[src/acps_regs.vh]
// Register map and field constants for the address and clock pin sharing block
`ifndef ACPS_REGS_VH
`define ACPS_REGS_VH
// ***************************************
// Register byte offsets
// ***************************************
`define ACPS_OFF_CLKSEL 4'h0
`define ACPS_OFF_BUSCTL 4'h4
`define ACPS_OFF_PA_PER 4'h8
`define ACPS_OFF_PA_DDR 4'hc
`define ACPS_IDX_W 4
// Word index slice of the byte address
`define ACPS_IDX_HI 5
`define ACPS_IDX_LO 2
`define ACPS_IDX_CLKSEL 4'h0
`define ACPS_IDX_BUSCTL 4'h1
`define ACPS_IDX_PA_PER 4'h2
`define ACPS_IDX_PA_DDR 4'h3
`define ACPS_IDX_PA_PUR 4'h4
`define ACPS_IDX_PE_PER 4'h5
`define ACPS_IDX_PE_DDR 4'h6
`define ACPS_IDX_PE_PUR 4'h7
`define ACPS_IDX_PA_DOUT 4'h8
`define ACPS_IDX_PE_DOUT 4'h9
`define ACPS_IDX_PA_DIN 4'ha
`define ACPS_IDX_PE_DIN 4'hb
`define ACPS_IDX_STATUS 4'hc
// ***************************************
// Fields and reset values
// ***************************************
`define ACPS_CLKSEL_W 3
`define ACPS_SRC_OFF 3'h0
`define ACPS_SRC_MSTR 3'h1
`define ACPS_SRC_PBUS 3'h2
`define ACPS_SRC_OSC 3'h3
`define ACPS_SRC_PRE 3'h4
`define ACPS_SRC_POST 3'h5
`define ACPS_CLKSEL_RST 3'h0
`define ACPS_DRV_BIT 0
`define ACPS_DRV_RST 1'h0
`define ACPS_ACT_BIT 0
`define ACPS_PA_LO 8
`define ACPS_PA_HI 13
`define ACPS_PE_LO 2
`define ACPS_PE_HI 3
`define ACPS_PER_RST 16'h0000
`define ACPS_DDR_RST 16'h0000
`define ACPS_PUR_RST 16'hffff
`define ACPS_DOUT_RST 16'h0000
`endif

[src/acps_pin_mux.v]
// Clock output and shared address pin multiplexer with Wishbone registers
//
// The implementer's own choices: the Wishbone slave port and the register addresses.
`timescale 1ns/1ps
// Operation
// - Clock output pin drives clock picked by source select register.
// - Address pins carry external memory address lines 0 to 15.
// - Idle bus: address and control pins tri-state unless drive-keep bit set.
// - After reset every shared pin takes its address function.
// - Shared pin in port mode has per-pin programmable direction.
// - Per-pin pull-up on by default; on lines 0 to 7 clearing its bit turns it off.
// - Address lines 0 to 5 are port A bits 8 to 13.
// - Address lines 6 and 7 are port E bits 2 and 3.
`include "acps_regs.vh"
module acps_pin_mux #(
  parameter ADDR_W = 16,
  parameter CTL_W = 4
) (
  input wire clk_i,
  input wire rst_i,
  input wire wb_cyc_i,
  input wire wb_stb_i,
  input wire wb_we_i,
  input wire [7:0] wb_adr_i,
  input wire [3:0] wb_sel_i,
  input wire [31:0] wb_dat_i,
  output reg [31:0] wb_dat_o,
  output reg wb_ack_o,
  output wire wb_err_o,
  input wire system_master_clock_i,
  input wire peripheral_bus_clock_i,
  input wire osc_clock_i,
  input wire prescaler_clock_i,
  input wire postscaler_clock_i,
  input wire [ADDR_W-1:0] emi_addr_i,
  input wire [CTL_W-1:0] emi_ctl_i,
  input wire emi_active_i,
  output wire clock_out_pin_o,
  output wire clock_out_pin_oe_o,
  input wire [ADDR_W-1:0] addr_pin_i,
  output wire [ADDR_W-1:0] addr_pin_o,
  output wire [ADDR_W-1:0] addr_pin_oe_o,
  output wire [ADDR_W-1:0] addr_pin_pu_o,
  output wire [CTL_W-1:0] emi_ctl_pin_o,
  output wire [CTL_W-1:0] emi_ctl_pin_oe_o
);
  // ***************************************
  // Register state
  // ***************************************
  reg [`ACPS_CLKSEL_W-1:0] clock_out_source_select_q;
  reg bus_drive_keep_q;
  reg [15:0] pa_per_q;
  reg [15:0] pa_ddr_q;
  reg [15:0] port_a_pullup_enable_q;
  reg [15:0] pa_dout_q;
  reg [15:0] pe_per_q;
  reg [15:0] pe_ddr_q;
  reg [15:0] port_e_pullup_enable_q;
  reg [15:0] pe_dout_q;
  reg [ADDR_W-1:0] pin_in_q;
  reg [31:0] rd_d;
  reg hit_d;
  wire req = wb_cyc_i & wb_stb_i;
  wire [`ACPS_IDX_W-1:0] idx = wb_adr_i[`ACPS_IDX_HI:`ACPS_IDX_LO];
  wire wr = req & wb_we_i & ~wb_ack_o & hit_d;
  // Byte lane merge for a 16-bit register in the low half
  function [15:0] merge16;
    input [15:0] old;
    input [31:0] dat;
    input [3:0] sel;
    begin
      merge16 = old;
      if (sel[0])
      begin
        merge16[7:0] = dat[7:0];
      end
      if (sel[1])
      begin
        merge16[15:8] = dat[15:8];
      end
    end
  endfunction
  // ***************************************
  // Read decode
  // ***************************************
  always @*
  begin
    rd_d = 32'h0000_0000;
    hit_d = 1'b1;
    case (idx)
      `ACPS_IDX_CLKSEL: rd_d[`ACPS_CLKSEL_W-1:0] = clock_out_source_select_q;
      `ACPS_IDX_BUSCTL: rd_d[`ACPS_DRV_BIT] = bus_drive_keep_q;
      `ACPS_IDX_PA_PER: rd_d[15:0] = pa_per_q;
      `ACPS_IDX_PA_DDR: rd_d[15:0] = pa_ddr_q;
      `ACPS_IDX_PA_PUR: rd_d[15:0] = port_a_pullup_enable_q;
      `ACPS_IDX_PE_PER: rd_d[15:0] = pe_per_q;
      `ACPS_IDX_PE_DDR: rd_d[15:0] = pe_ddr_q;
      `ACPS_IDX_PE_PUR: rd_d[15:0] = port_e_pullup_enable_q;
      `ACPS_IDX_PA_DOUT: rd_d[15:0] = pa_dout_q;
      `ACPS_IDX_PE_DOUT: rd_d[15:0] = pe_dout_q;
      `ACPS_IDX_PA_DIN: rd_d[ADDR_W-1:0] = pin_in_q;
      `ACPS_IDX_PE_DIN: rd_d[ADDR_W-1:0] = pin_in_q;
      `ACPS_IDX_STATUS: rd_d[`ACPS_ACT_BIT] = emi_active_i;
      default: hit_d = 1'b0;
    endcase
  end
  // ***************************************
  // Bus answer
  // ***************************************
  // Unmapped offsets answer with err instead of ack
  reg err_q;
  reg ack_d;
  reg err_d;
  reg [31:0] dat_d;
  assign wb_err_o = err_q;
  // One answer per request; a strobe held through the answer cycle is not taken again
  always @*
  begin
    ack_d = 1'b0;
    err_d = 1'b0;
    dat_d = 32'h0000_0000;
    if (req & ~wb_ack_o & ~err_q)
    begin
      ack_d = hit_d;
      err_d = ~hit_d;
    end
    // Writes return zero so stale read data never shows on the bus
    if (req & ~wb_we_i & hit_d)
    begin
      dat_d = rd_d;
    end
  end
  always @(posedge clk_i)
  begin
    if (rst_i)
    begin
      wb_ack_o <= 1'b0;
      err_q <= 1'b0;
      wb_dat_o <= 32'h0000_0000;
      pin_in_q <= {ADDR_W{1'b0}};
    end
    else
    begin
      wb_ack_o <= ack_d;
      err_q <= err_d;
      wb_dat_o <= dat_d;
      pin_in_q <= addr_pin_i;
    end
  end
  // ***************************************
  // Clock and bus control registers
  // ***************************************
  always @(posedge clk_i)
  begin
    if (rst_i)
    begin
      clock_out_source_select_q <= `ACPS_CLKSEL_RST;
      bus_drive_keep_q <= `ACPS_DRV_RST;
    end
    else if (wr)
    begin
      case (idx)
        `ACPS_IDX_CLKSEL:
        begin
          if (wb_sel_i[0])
          begin
            clock_out_source_select_q <= wb_dat_i[`ACPS_CLKSEL_W-1:0];
          end
        end
        `ACPS_IDX_BUSCTL:
        begin
          if (wb_sel_i[0])
          begin
            bus_drive_keep_q <= wb_dat_i[`ACPS_DRV_BIT];
          end
        end
        default:
        begin
        end
      endcase
    end
  end
  // ***************************************
  // Port A registers
  // ***************************************
  always @(posedge clk_i)
  begin
    if (rst_i)
    begin
      pa_per_q <= `ACPS_PER_RST;
      pa_ddr_q <= `ACPS_DDR_RST;
      port_a_pullup_enable_q <= `ACPS_PUR_RST;
      pa_dout_q <= `ACPS_DOUT_RST;
    end
    else if (wr)
    begin
      case (idx)
        `ACPS_IDX_PA_PER: pa_per_q <= merge16(pa_per_q, wb_dat_i, wb_sel_i);
        `ACPS_IDX_PA_DDR: pa_ddr_q <= merge16(pa_ddr_q, wb_dat_i, wb_sel_i);
        `ACPS_IDX_PA_PUR:
          port_a_pullup_enable_q <= merge16(port_a_pullup_enable_q, wb_dat_i, wb_sel_i);
        `ACPS_IDX_PA_DOUT: pa_dout_q <= merge16(pa_dout_q, wb_dat_i, wb_sel_i);
        default:
        begin
        end
      endcase
    end
  end
  // ***************************************
  // Port E registers
  // ***************************************
  always @(posedge clk_i)
  begin
    if (rst_i)
    begin
      pe_per_q <= `ACPS_PER_RST;
      pe_ddr_q <= `ACPS_DDR_RST;
      port_e_pullup_enable_q <= `ACPS_PUR_RST;
      pe_dout_q <= `ACPS_DOUT_RST;
    end
    else if (wr)
    begin
      case (idx)
        `ACPS_IDX_PE_PER: pe_per_q <= merge16(pe_per_q, wb_dat_i, wb_sel_i);
        `ACPS_IDX_PE_DDR: pe_ddr_q <= merge16(pe_ddr_q, wb_dat_i, wb_sel_i);
        `ACPS_IDX_PE_PUR:
          port_e_pullup_enable_q <= merge16(port_e_pullup_enable_q, wb_dat_i, wb_sel_i);
        `ACPS_IDX_PE_DOUT: pe_dout_q <= merge16(pe_dout_q, wb_dat_i, wb_sel_i);
        default:
        begin
        end
      endcase
    end
  end
  // ***************************************
  // Clock output
  // ***************************************
  reg clk_mux_d;
  always @*
  begin
    case (clock_out_source_select_q)
      `ACPS_SRC_MSTR: clk_mux_d = system_master_clock_i;
      `ACPS_SRC_PBUS: clk_mux_d = peripheral_bus_clock_i;
      `ACPS_SRC_OSC: clk_mux_d = osc_clock_i;
      `ACPS_SRC_PRE: clk_mux_d = prescaler_clock_i;
      `ACPS_SRC_POST: clk_mux_d = postscaler_clock_i;
      default: clk_mux_d = 1'b0;
    endcase
  end
  // Combinational mux: switching sources may glitch, software should disable first
  wire clk_en = (clock_out_source_select_q != `ACPS_SRC_OFF) &&
                (clock_out_source_select_q <= `ACPS_SRC_POST);
  assign clock_out_pin_oe_o = clk_en & ~rst_i;
  assign clock_out_pin_o = clk_mux_d & clock_out_pin_oe_o;
  // ***************************************
  // Shared address pins
  // ***************************************
  // Drive while active or drive-keep
  wire bus_drive = (emi_active_i | bus_drive_keep_q) & ~rst_i;
  assign emi_ctl_pin_o = emi_ctl_i;
  assign emi_ctl_pin_oe_o = {CTL_W{bus_drive}};
  // Lines below PA_N ride on port A, the next PE_N on port E
  localparam PA_N = `ACPS_PA_HI - `ACPS_PA_LO + 1;
  localparam PE_N = `ACPS_PE_HI - `ACPS_PE_LO + 1;
  genvar g;
  generate
    for (g = 0; g < ADDR_W; g = g + 1)
    begin : g_pin
      wire gpio_sel;
      wire gpio_dir;
      wire gpio_out;
      wire pull_en;
      if (g < PA_N)
      begin : g_pa
        assign gpio_sel = pa_per_q[g + `ACPS_PA_LO];
        assign gpio_dir = pa_ddr_q[g + `ACPS_PA_LO];
        assign gpio_out = pa_dout_q[g + `ACPS_PA_LO];
        assign pull_en = port_a_pullup_enable_q[g + `ACPS_PA_LO];
      end
      else if (g < PA_N + PE_N)
      begin : g_pe
        assign gpio_sel = pe_per_q[g - PA_N + `ACPS_PE_LO];
        assign gpio_dir = pe_ddr_q[g - PA_N + `ACPS_PE_LO];
        assign gpio_out = pe_dout_q[g - PA_N + `ACPS_PE_LO];
        assign pull_en = port_e_pullup_enable_q[g - PA_N + `ACPS_PE_LO];
      end
      else
      begin : g_fix
        // Upper lines have no port mapping here; address only, pull-up fixed on
        assign gpio_sel = 1'b0;
        assign gpio_dir = 1'b0;
        assign gpio_out = 1'b0;
        assign pull_en = 1'b1;
      end
      assign addr_pin_o[g] = gpio_sel ? gpio_out : emi_addr_i[g];
      assign addr_pin_oe_o[g] = ~rst_i & (gpio_sel ? gpio_dir : bus_drive);
      assign addr_pin_pu_o[g] = rst_i | pull_en;
    end
  endgenerate
endmodule

[config.mk]
export PLATFORM = sky130hd
export DESIGN_NAME = acps_pin_mux
export DESIGN_NICKNAME = d
export VERILOG_FILES = /design/src/acps_pin_mux.v
export VERILOG_INCLUDE_DIRS = /design/src
export SDC_FILE = /design/constraint.sdc
export NUM_CORES = 1
export LEC_CHECK = 0
export ABC_AREA = 0
export BUFFER_PORTS_ARGS = -buffer_cell sky130_fd_sc_hd__buf_2
export CORE_UTILIZATION = 37
export DETAILED_ROUTE_END_ITERATION = 10
export PLACE_DENSITY = 0.69
export SLEW_MARGIN = 15
export SYNTH_ARGS = -nofsm -noshare
export SYNTH_HDL_FRONTEND = slang
export SYNTH_SLANG_ARGS = --single-unit
[constraint.sdc]
create_clock -name clk_i -period 4.3 [get_ports clk_i]
set_input_delay 0.215 -clock clk_i [delete_from_list [all_inputs] [get_ports clk_i]]
set_output_delay 0.215 -clock clk_i [all_outputs]
set_load 0.05 [all_outputs]
# Yosys cells after proc, flatten, opt, wreduce, memory -nomap -nowiden
# Index checks and enable logic that the tools add are counted.
[word_totals] regBits=182 latchBits=0 ram_bits=0 rom_bits=0 out_inout_bits=92 n_memories=0
[op_classes] add_sub_neg=0 n_mul=0 n_div=0 n_lt_le_gt_ge=1 n_eq_ne=17 shift=0 n_mux=21 bitwise_logic=36 n_reduce_logical=25
[ops] operator="$pmux W13 S9" n=1
[ops] operator="$reduce_and A3 Y1" n=18
[ops] operator="$and A1 B1 Y1" n=20
[ops] operator="$eq A4 B4 Y1 const B" n=5
[ops] operator="$pmux W2 S10" n=1
[ops] operator="$mux W1" n=17
[ops] operator="$eq A4 B3 Y1 const B" n=4
[ops] operator="$reduce_or A13 Y1" n=1
[ops] operator="$pmux W1 S12" n=1
[ops] operator="$or A1 B1 Y1" n=9
[ops] operator="$eq A4 B2 Y1 const B" n=2
[ops] operator="$not A1 Y1" n=7
[ops] operator="$eq A3 B2 Y1 const B" n=2
[ops] operator="$eq A3 B3 Y1 const B" n=2
[ops] operator="$reduce_or A2 Y1" n=3
[ops] operator="$pmux W1 S5" n=1
[ops] operator="$eq A4 B1 Y1 const B" n=1
[ops] operator="$logic_not A4 Y1" n=1
[ops] operator="$eq A3 B1 Y1 const B" n=1
[ops] operator="$le A3 B3 Y1 const B" n=1
[ops] operator="$reduce_bool A3 Y1" n=1
[ops] operator="$logic_and A1 B1 Y1" n=1

# Depth between registers and ports, before layout
# Gate-level depths: netlist of the first run.
[logic_depth] word_depth=6 ltp_mapped=8 mapped_depth_nobuf=4

# Worst setup path before layout of the first run
# OpenSTA, ideal clock, no wires.
[synth_timing] kind="reg-to-output" from="register clock_out_source_select_q[1]" to="output port clock_out_pin_o" arrival_ns=1.840 slack_ns=2.245 stages_incl_launch_ff=5 path_buffers=1 cell_sequence="dfxtp_1 clkbuf_1 mux2_2 a21oi_1 nor3_1"
[synth_between] elab_chain_cells=4 elab_cells_between_ends=11 cone_classes="order compare (1); eq/ne (5); mux (1); bitwise (2); reduce/logical (2)"
[synth_rtl] item="start, declared" line_no="acps_pin_mux.v:50" rtl="reg [`ACPS_CLKSEL_W-1:0] clock_out_source_select_q;"
[synth_rtl] item="start signal, assigned" line_no="acps_pin_mux.v:157" rtl="clock_out_source_select_q <= `ACPS_CLKSEL_RST;"
[synth_rtl] item="start signal, assigned" line_no="acps_pin_mux.v:167" rtl="clock_out_source_select_q <= wb_dat_i[`ACPS_CLKSEL_W-1:0];"
[synth_rtl] item="$le A3 B3 Y1 (no line) or $reduce_bool A3 Y1 (tied branches)"
[synth_rtl] item="$logic_and A1 B1 Y1" line_no="acps_pin_mux.v:251" rtl="wire clk_en = (clock_out_source_select_q != `ACPS_SRC_OFF) &&"
[synth_rtl] item="$and A1 B1 Y1" line_no="acps_pin_mux.v:253" rtl="assign clock_out_pin_oe_o = clk_en & ~rst_i;"
[synth_rtl] item="$and A1 B1 Y1 *" line_no="acps_pin_mux.v:254" rtl="assign clock_out_pin_o = clk_mux_d & clock_out_pin_oe_o;"
[synth_rtl] item="end, declared" line_no="acps_pin_mux.v:38" rtl="output wire clock_out_pin_o,"
# Every way passes the cells marked *; elsewhere a longest branch is shown, timed or not.

# Final worst setup path of the first run
[layout_timing] from="register wb_ack_o" to="register port_a_pullup_enable_q[12]"
[layout_between] elab_chain_cells=4
[layout_rtl] item="start, declared" line_no="acps_pin_mux.v:28" rtl="output reg wb_ack_o,"
[layout_rtl] item="start signal, assigned" line_no="acps_pin_mux.v:144" rtl="wb_ack_o <= ack_d;"
[layout_rtl] item="$not A1 Y1" line_no="acps_pin_mux.v:65" rtl="wire wr = req & wb_we_i & ~wb_ack_o & hit_d;"
[layout_rtl] item="$and A1 B1 Y1 (2 in series)" line_no="acps_pin_mux.v:65"
[layout_rtl] item="$reduce_and A3 Y1 (no line)"
[layout_rtl] item="end signal, assigned" line_no="acps_pin_mux.v:192" rtl="port_a_pullup_enable_q <= `ACPS_PUR_RST;"
[layout_rtl] item="end signal, assigned" line_no="acps_pin_mux.v:201" rtl="port_a_pullup_enable_q <= merge16(port_a_pullup_enable_q, wb_dat_i, wb_sel_i);"
[layout_rtl] item="end, declared" line_no="acps_pin_mux.v:54" rtl="reg [15:0] port_a_pullup_enable_q;"
# Every way passes these cells.
# A chain may end at the register's enable or synchronous reset.

==> impl_metrics.csv, run 1 <==
group,metric,value,unit
critical_path,critPathMaxStageDelay,0.77,ns
power_and_ir_drop,power_density,391,nW/µm²
yosys,synthSimpleGateAreaFrac,0.211,
critical_path,path_buf_inv,0,
die,pin_count,183,
place,gp_congestion,0.894,
die,die_y,149,µm
route,routed_via_density,5.78,
grt,grt.overflow.total,0,
timing,fin_setup_tns,0,ns
yosys,syn_inst,922,
yosys,synth_cell_types,62,
critical_path,critPathTopFamily,"simple AND/OR/NAND/NOR gates",
place,io_buffer_count,112,
timing,rsz0062_at_grt,"no",
route,ant_nets,0,
timing,worst_slack,1.83,ns
yosys,synth_compound_area_frac,0.203,
grt,antenna_found_initial,0,
clocking,path_clk_slew,0.06,ns
timing,slew_viol_final,0,
timing,finalSetupViolCount,0,
timing,fmax,0.406,GHz
critical_path,rr_startpoint,"wb_ack_o$_SDFF_PP0_",
clocking,cts_resized,0,
critical_path,cp.arrival,2.79,ns
yosys,synth_area_per_cell,8.70,µm²
yosys,synthArstFlopShare,0,
die,coreArea,21200,µm²
critical_path,startpoint_type,"register",
critical_path,crit_slowest_cell,"and3_1",
grt,grt_usage,0.228,
grt,grt_pass1_vias,6505,
yosys,synth_top_flop_cell,"dfxtp_1",
yosys,synth_top_family_by_area,"simple AND/OR/NAND/NOR gates",
flow_run,maxCapViolations,0,
yosys,synth-warning-count,0,
route,wl_per_cell,20.2,µm
critical_path,path_cells,"and4b_1 > and3_1 > nand2_1 > a211o_1",
grt,grt_pass1_wl,38.2,mm
place,post-dp-hpwl,16.4,mm
yosys,synth_edf_count,0,
timing,worst_pin_slew,1.15,ns
timing,final-hold-violation-count,0,
die,die_w,149,µm
route,drt_first_pass_iters,5,
min_path,hold_path_class,"in2reg",
critical_path,crit_type,"reg2reg",
power_and_ir_drop,max-vdd-ir-drop,0.000220,V
critical_path,crit_path_start,"wb_ack_o$_SDFF_PP0_",
timing,period_share,0.573,
route,vias,7225,
route,drc,0,
clocking,cts-root-buf,"clkbuf_16",
power_and_ir_drop,leakagePower,0.00353,µW
yosys,netlist_area,8020,µm²
die,die-area,22300,µm²
timing,period_needed,2.47,ns
yosys,muxShareOfSynthArea,0.0721,
clocking,cts_tree,"done",
die,initial_core_util,0.379,
critical_path,endpoint_kind,"register",
clocking,htree_num_levels,4,
place,place_ws,1.55,ns
min_path,worstHoldStart,"addr_pin_i[1]",
critical_path,cp_data_required_time,4.63,ns
die,rows,53,
clocking,clock_path_buffers,2,
route,routed_wl,25.3,mm
critical_path,critPathMaxFanout,24,
yosys,synth_fa_ha_area_frac,0,
yosys,synth_seq_cells,166,
timing,skew,0.0112,ns
yosys,synth_xor_area_frac,0,
clocking,numCtsBuffers,17,
route,dr.first_iter.drc_count,1065,
yosys,synth-seq-area-share,0.414,
status,status,"finished clean",
final_layout,layout-drive-gt1-share,0.201,
final_layout,area_growth,13.5,%
grt,grt_max_degree,77,
timing,slew_headroom,0.235,
clocking,clk_latency,0.44,ns
clocking,cts.sinks,166,
final_layout,nets,1055,
state kept, by name, indices dropped and copies added (netlist names), 3 cells and up:
register                   flops
clock_out_source_select_q      3
pa_ddr_q                      16
pa_dout_q                     16
pa_per_q                      16
pe_ddr_q                      16
pe_dout_q                     16
pe_per_q                      16
pin_in_q                      16
port_a_pullup_enable_q        16
port_e_pullup_enable_q        16
wb_dat_o                      16
layout make-up:
class	count	area [µm²]
fill	2084	12100
multi-input combinational	632	4010
sequential	166	3320
timing repair buffer	136	761
clock buffer	22	474
tap	275	344
clock inverter	8	146
inverter	11	41.3
antenna	1	2.50
kinds of logic after synthesis:
logic type | Yosys count
AO/OA/AOI/OAI | 245
buffers and inverters | 146
flip-flops | 166
multiplexers | 55
other | 2
AND/OR/NAND/NOR | 308
stage by stage:
stage	utilization	total power (µW)	instance area (µm²)	cells	hold slack, ns
finish	0.430	3560	9100	1251	0.0117
global route	0.430	3660	9100	1250	0.0258
CTS	0.430	3570	9100	1250	0.0101
floorplan	-	1910	8100	944	0.343
detailed placement	0.397	1950	8410	1213	0.430
global placement	0.397	1950	8410	1213	0.428
cell usage in the layout (no fill, tap or decap), drive strengths merged, types with 10 or more instances in the layout:
master and count:
a211o 32, clkbuf 22, mux2 12, nand2 62, mux2i 42, inv 12
nor2b 42, nor2 60, dfxtp 166, conb 24, a221oi 11, nand4 22
nand3 67, buf 129, a22o 15, or2 10, a21oi 93, o21ai 40
Yosys cell counts, types with 4 or more instances:
cell | number | area [µm²]
dfxtp_1 | 166 | 3320
a21oi_1 | 93 | 465
nand3_1 | 67 | 335
nand2_1 | 62 | 233
nor2_1 | 59 | 221
buf_4 | 55 | 413
clkbuf_1 | 55 | 206
mux2i_1 | 42 | 420
nor2b_1 | 42 | 263
o21ai_0 | 39 | 195
a211o_1 | 32 | 280
buf_2 | 21 | 105
nand4_1 | 20 | 125
a22o_1 | 15 | 131
mux2_2 | 12 | 135
a221oi_1 | 11 | 96.3
inv_1 | 10 | 37.5
or2_2 | 10 | 62.6
a22oi_1 | 9 | 67.6
a31oi_1 | 9 | 56.3
and3_1 | 9 | 56.3
o2bb2ai_1 | 8 | 70.1
a32o_1 | 7 | 70.1
and3b_1 | 5 | 43.8
nand2b_1 | 5 | 31.3
a222oi_1 | 4 | 40.0
a32oi_1 | 4 | 35.0
path summary, 6_finish.rpt:
path	end	slack [ns]	cells after the start
max	port_a_pullup_enable_q[12]$_SDFFE_PP1P_	1.83	4
min	pin_in_q[1]$_SDFF_PP0_	0.01	2
max reg2reg	port_a_pullup_enable_q[12]$_SDFFE_PP1P_	1.83	4
min reg2reg	pe_per_q[10]$_SDFFE_PP0P_	0.45	2
report_power, final:
group / total [µW] / leakage [µW] / internal, µW / switching [µW]
logic: 374 / 0.00189 / 88.7 / 285
registers: 1560 / 0.00134 / 1550 / 6.84
clock network: 1630 / 0.000302 / 1010 / 616
timing repair:
item	CTS	global route
hold buffers	7	0
setup buffers	0	0
endpoints found under the hold margin	7	0
metal layers:
| metal | wire length (µm) | share of wire | global-route usage | vias up |
|---|---|---|---|---|
| met5 | 0 | 0 | 0 | - |
| met4 | 668 | 0.026 | 0.0913 | 0 |
| li1 | - | - | - | 3327 |
| met3 | 2330 | 0.092 | 0.0446 | 54 |
| met1 | 10800 | 0.43 | 0.311 | 3430 |
| met2 | 11400 | 0.45 | 0.350 | 414 |
No activity file was read; power rests on OpenSTA's default activity.
==> run 2, diff against run 1 <==
--- a/config.mk
+++ b/config.mk
@@ -10,7 +10,7 @@
 export BUFFER_PORTS_ARGS = -buffer_cell sky130_fd_sc_hd__buf_2
 export CORE_UTILIZATION = 37
 export DETAILED_ROUTE_END_ITERATION = 10
-export PLACE_DENSITY = 0.69
+export PLACE_DENSITY = 0.72
 export SLEW_MARGIN = 15
 export SYNTH_ARGS = -nofsm -noshare
 export SYNTH_HDL_FRONTEND = slang
==> constraint.sdc (replaced) <==
create_clock -name clk_i -period 2.1 [get_ports clk_i]
set_input_delay 0.105 -clock clk_i [delete_from_list [all_inputs] [get_ports clk_i]]
set_output_delay 0.105 -clock clk_i [all_outputs]
set_load 0.05 [all_outputs]
==> run 2 against run 1 <==
  * Non-clock buffer count increased by 47
  * Largest power group is now registers
  * Largest cell class unchanged
  * Critical endpoint is now emi_ctl_pin_oe_o[1]
  * Clock power up 95%
  * Critical path type is now reg2out
  * Critical path depth unchanged
  * Core utilization up 1.9 points
  * Clock skew shrank 0.0040 ns
  * Sequential share of layout area shrank 1.5 points
  * Via count up 2.2%
  * Total power grew 100%
  * Setup slack lost 1.6 ns
==> impl_metrics.csv, run 2 (same netlist as run 1, synthesis figures left out) <==
group,metric,value,unit
route,drc,0,
route,wl_met1,11.1,mm
grt,antenna_found_initial,0,
power_and_ir_drop,max-vdd-ir-drop,0.000434,V
route,routed.top_layer,"met4",
critical_path,startpoint_type,"register",
grt,grt_usage,0.232,
critical_path,cp_data_required_time,2.00,ns
power_and_ir_drop,leakagePower,0.00375,µW
route,drt_first_pass_iters,6,
timing,skew,0.00713,ns
clocking,htree_num_levels,4,
critical_path,cp.arrival,1.79,ns
route,wl_met2,11.3,mm
final_layout,antenna_cells,0,
clocking,clk_latency,0.44,ns
route,ant_nets,0,
timing,finalSetupViolCount,0,
clocking,numCtsBuffers,17,
route,routed_wl,25.5,mm
clocking,cts-root-buf,"clkbuf_16",
clocking,clock_path_buffers,2,
die,pin_count,183,
clocking,post_cts_buffers,0,
die,initial_core_util,0.379,
route,dr.first_iter.drc_count,1078,
critical_path,critPathMaxFanout,12,
die,coreArea,21200,µm²
clocking,cts_resized,0,
final_layout,fillers,2044,
clocking,cts.sinks,166,
timing,fmax,0.528,GHz
die,die_y,149,µm
final_layout,layout_common_cells,"166 x dfxtp_1, 111 x buf_2, 93 x a21oi_1, 67 x nand3_1, 62 x nand2_1",
clocking,hold_buffers,20,
clocking,cts_tree,"done",
timing,period_needed,1.89,ns
timing,fin_setup_tns,0,ns
die,die_w,149,µm
clocking,path_clk_slew,0.06,ns
place,gp_congestion,0.911,
status,status,"finished clean",
power_and_ir_drop,power_density,758,nW/µm²
final_layout,nets,1102,
grt,grt_pass1_wl,39.2,mm
grt,grt.overflow.total,0,
timing,slew_headroom,0.568,
route,routed_via_density,5.69,
die,rows,53,
place,io_buffer_count,112,
die,die-area,22300,µm²
timing,worst_pin_slew,0.643,ns
grt,grt_max_degree,82,
final_layout,layout-drive-gt1-share,0.222,
critical_path,endpoint_kind,"output port",
final_layout,fin_util,0.449,
critical_path,crit_type,"reg2out",
route,vias,7386,
place,post-dp-hpwl,16.9,mm
route,met3_length,2.32,mm
timing,slew_viol_final,0,
timing,period_share,0.902,
final_layout,final_common_cell,"dfxtp_1",
route,wl_per_cell,19.7,µm
min_path,hold_path_class,"in2reg",
timing,rsz0062_at_grt,"no",
grt,grt_pass1_vias,6786,
flow_run,maxCapViolations,0,
timing,final-hold-violation-count,0,
final_layout,area_growth,18.5,%
## run 2: changes by cell type in the layout (fill, tap and decap cells not counted), sizes merged
cell and delta:
buf +34, dlygate4sd3 +13, clkbuf +2, clkinvlp +2, bufinv -1, diode -1
inv -1
## run 2: final timing paths
check	end	startpoint	slack [ns]	cells past startpoint
worst min register to register	pa_per_q[14]$_SDFFE_PP0P_	pa_per_q[14]$_SDFFE_PP0P_	0.46	2
worst min-delay path	pa_per_q[7]$_SDFFE_PP0P_	rst_i	0.02	2
worst max-delay path	emi_ctl_pin_oe_o[1]	bus_drive_keep_q$_SDFFE_PP0P_	0.21	4
worst max register to register	port_a_pullup_enable_q[13]$_SDFFE_PP1P_	wb_ack_o$_SDFF_PP0_	0.27	5
## run 2: stage by stage
stage / instance area (µm²) / power (µW) / hold WS (ns) / instances / worst slack [ns]
6_report: 9500 / 7200 / 0.0152 / 1299 / 0.206
5_1_grt: 9500 / 7420 / 0.0192 / 1299 / 0.0576
4_1_cts: 9500 / 7230 / 0.00293 / 1299 / 0.186
3_5_place_dp: 8710 / 4040 / 0.210 / 1247 / 0.239
3_3_place_gp: 8710 / 4040 / 0.210 / 1247 / 0.229
2_1_floorplan: 8100 / 3900 / 0.233 / 944 / 0.137
## run 2: worst max-delay path, stage by stage, from the launching register on
cell     delay [ns]
dfxtp_1        0.35
nor2_1         0.06
buf_4          0.19
nor2_1         0.39
buf_2          0.36
## run 2: power breakdown
part / total [µW] / switching (µW) / internal (µW)
Combinational: 832 / 596 / 236
Clock: 3180 / 1250 / 1930
Sequential: 3190 / 15.3 / 3170
Total: 7200 / 1860 / 5340
## run 2: layout make-up
cell class                      count  area [µm²]  share of cell area
Clock buffer                       24         472              0.0496
Clock inverter                      8         123              0.0129
Inverter                           11        41.3             0.00435
Multi-Input combinational cell    632        4000               0.421
Sequential cell                   166        3320               0.350
Tap cell                          275         344              0.0362
Timing Repair Buffer              183        1200               0.126
## run 2: metal layers
metal / vias to the layer above / global-route usage
li1: 3425 / -
met1: 3503 / 0.315
met2: 397 / 0.347
met3: 61 / 0.0541
met4: 0 / 0.106
met5: - / 0
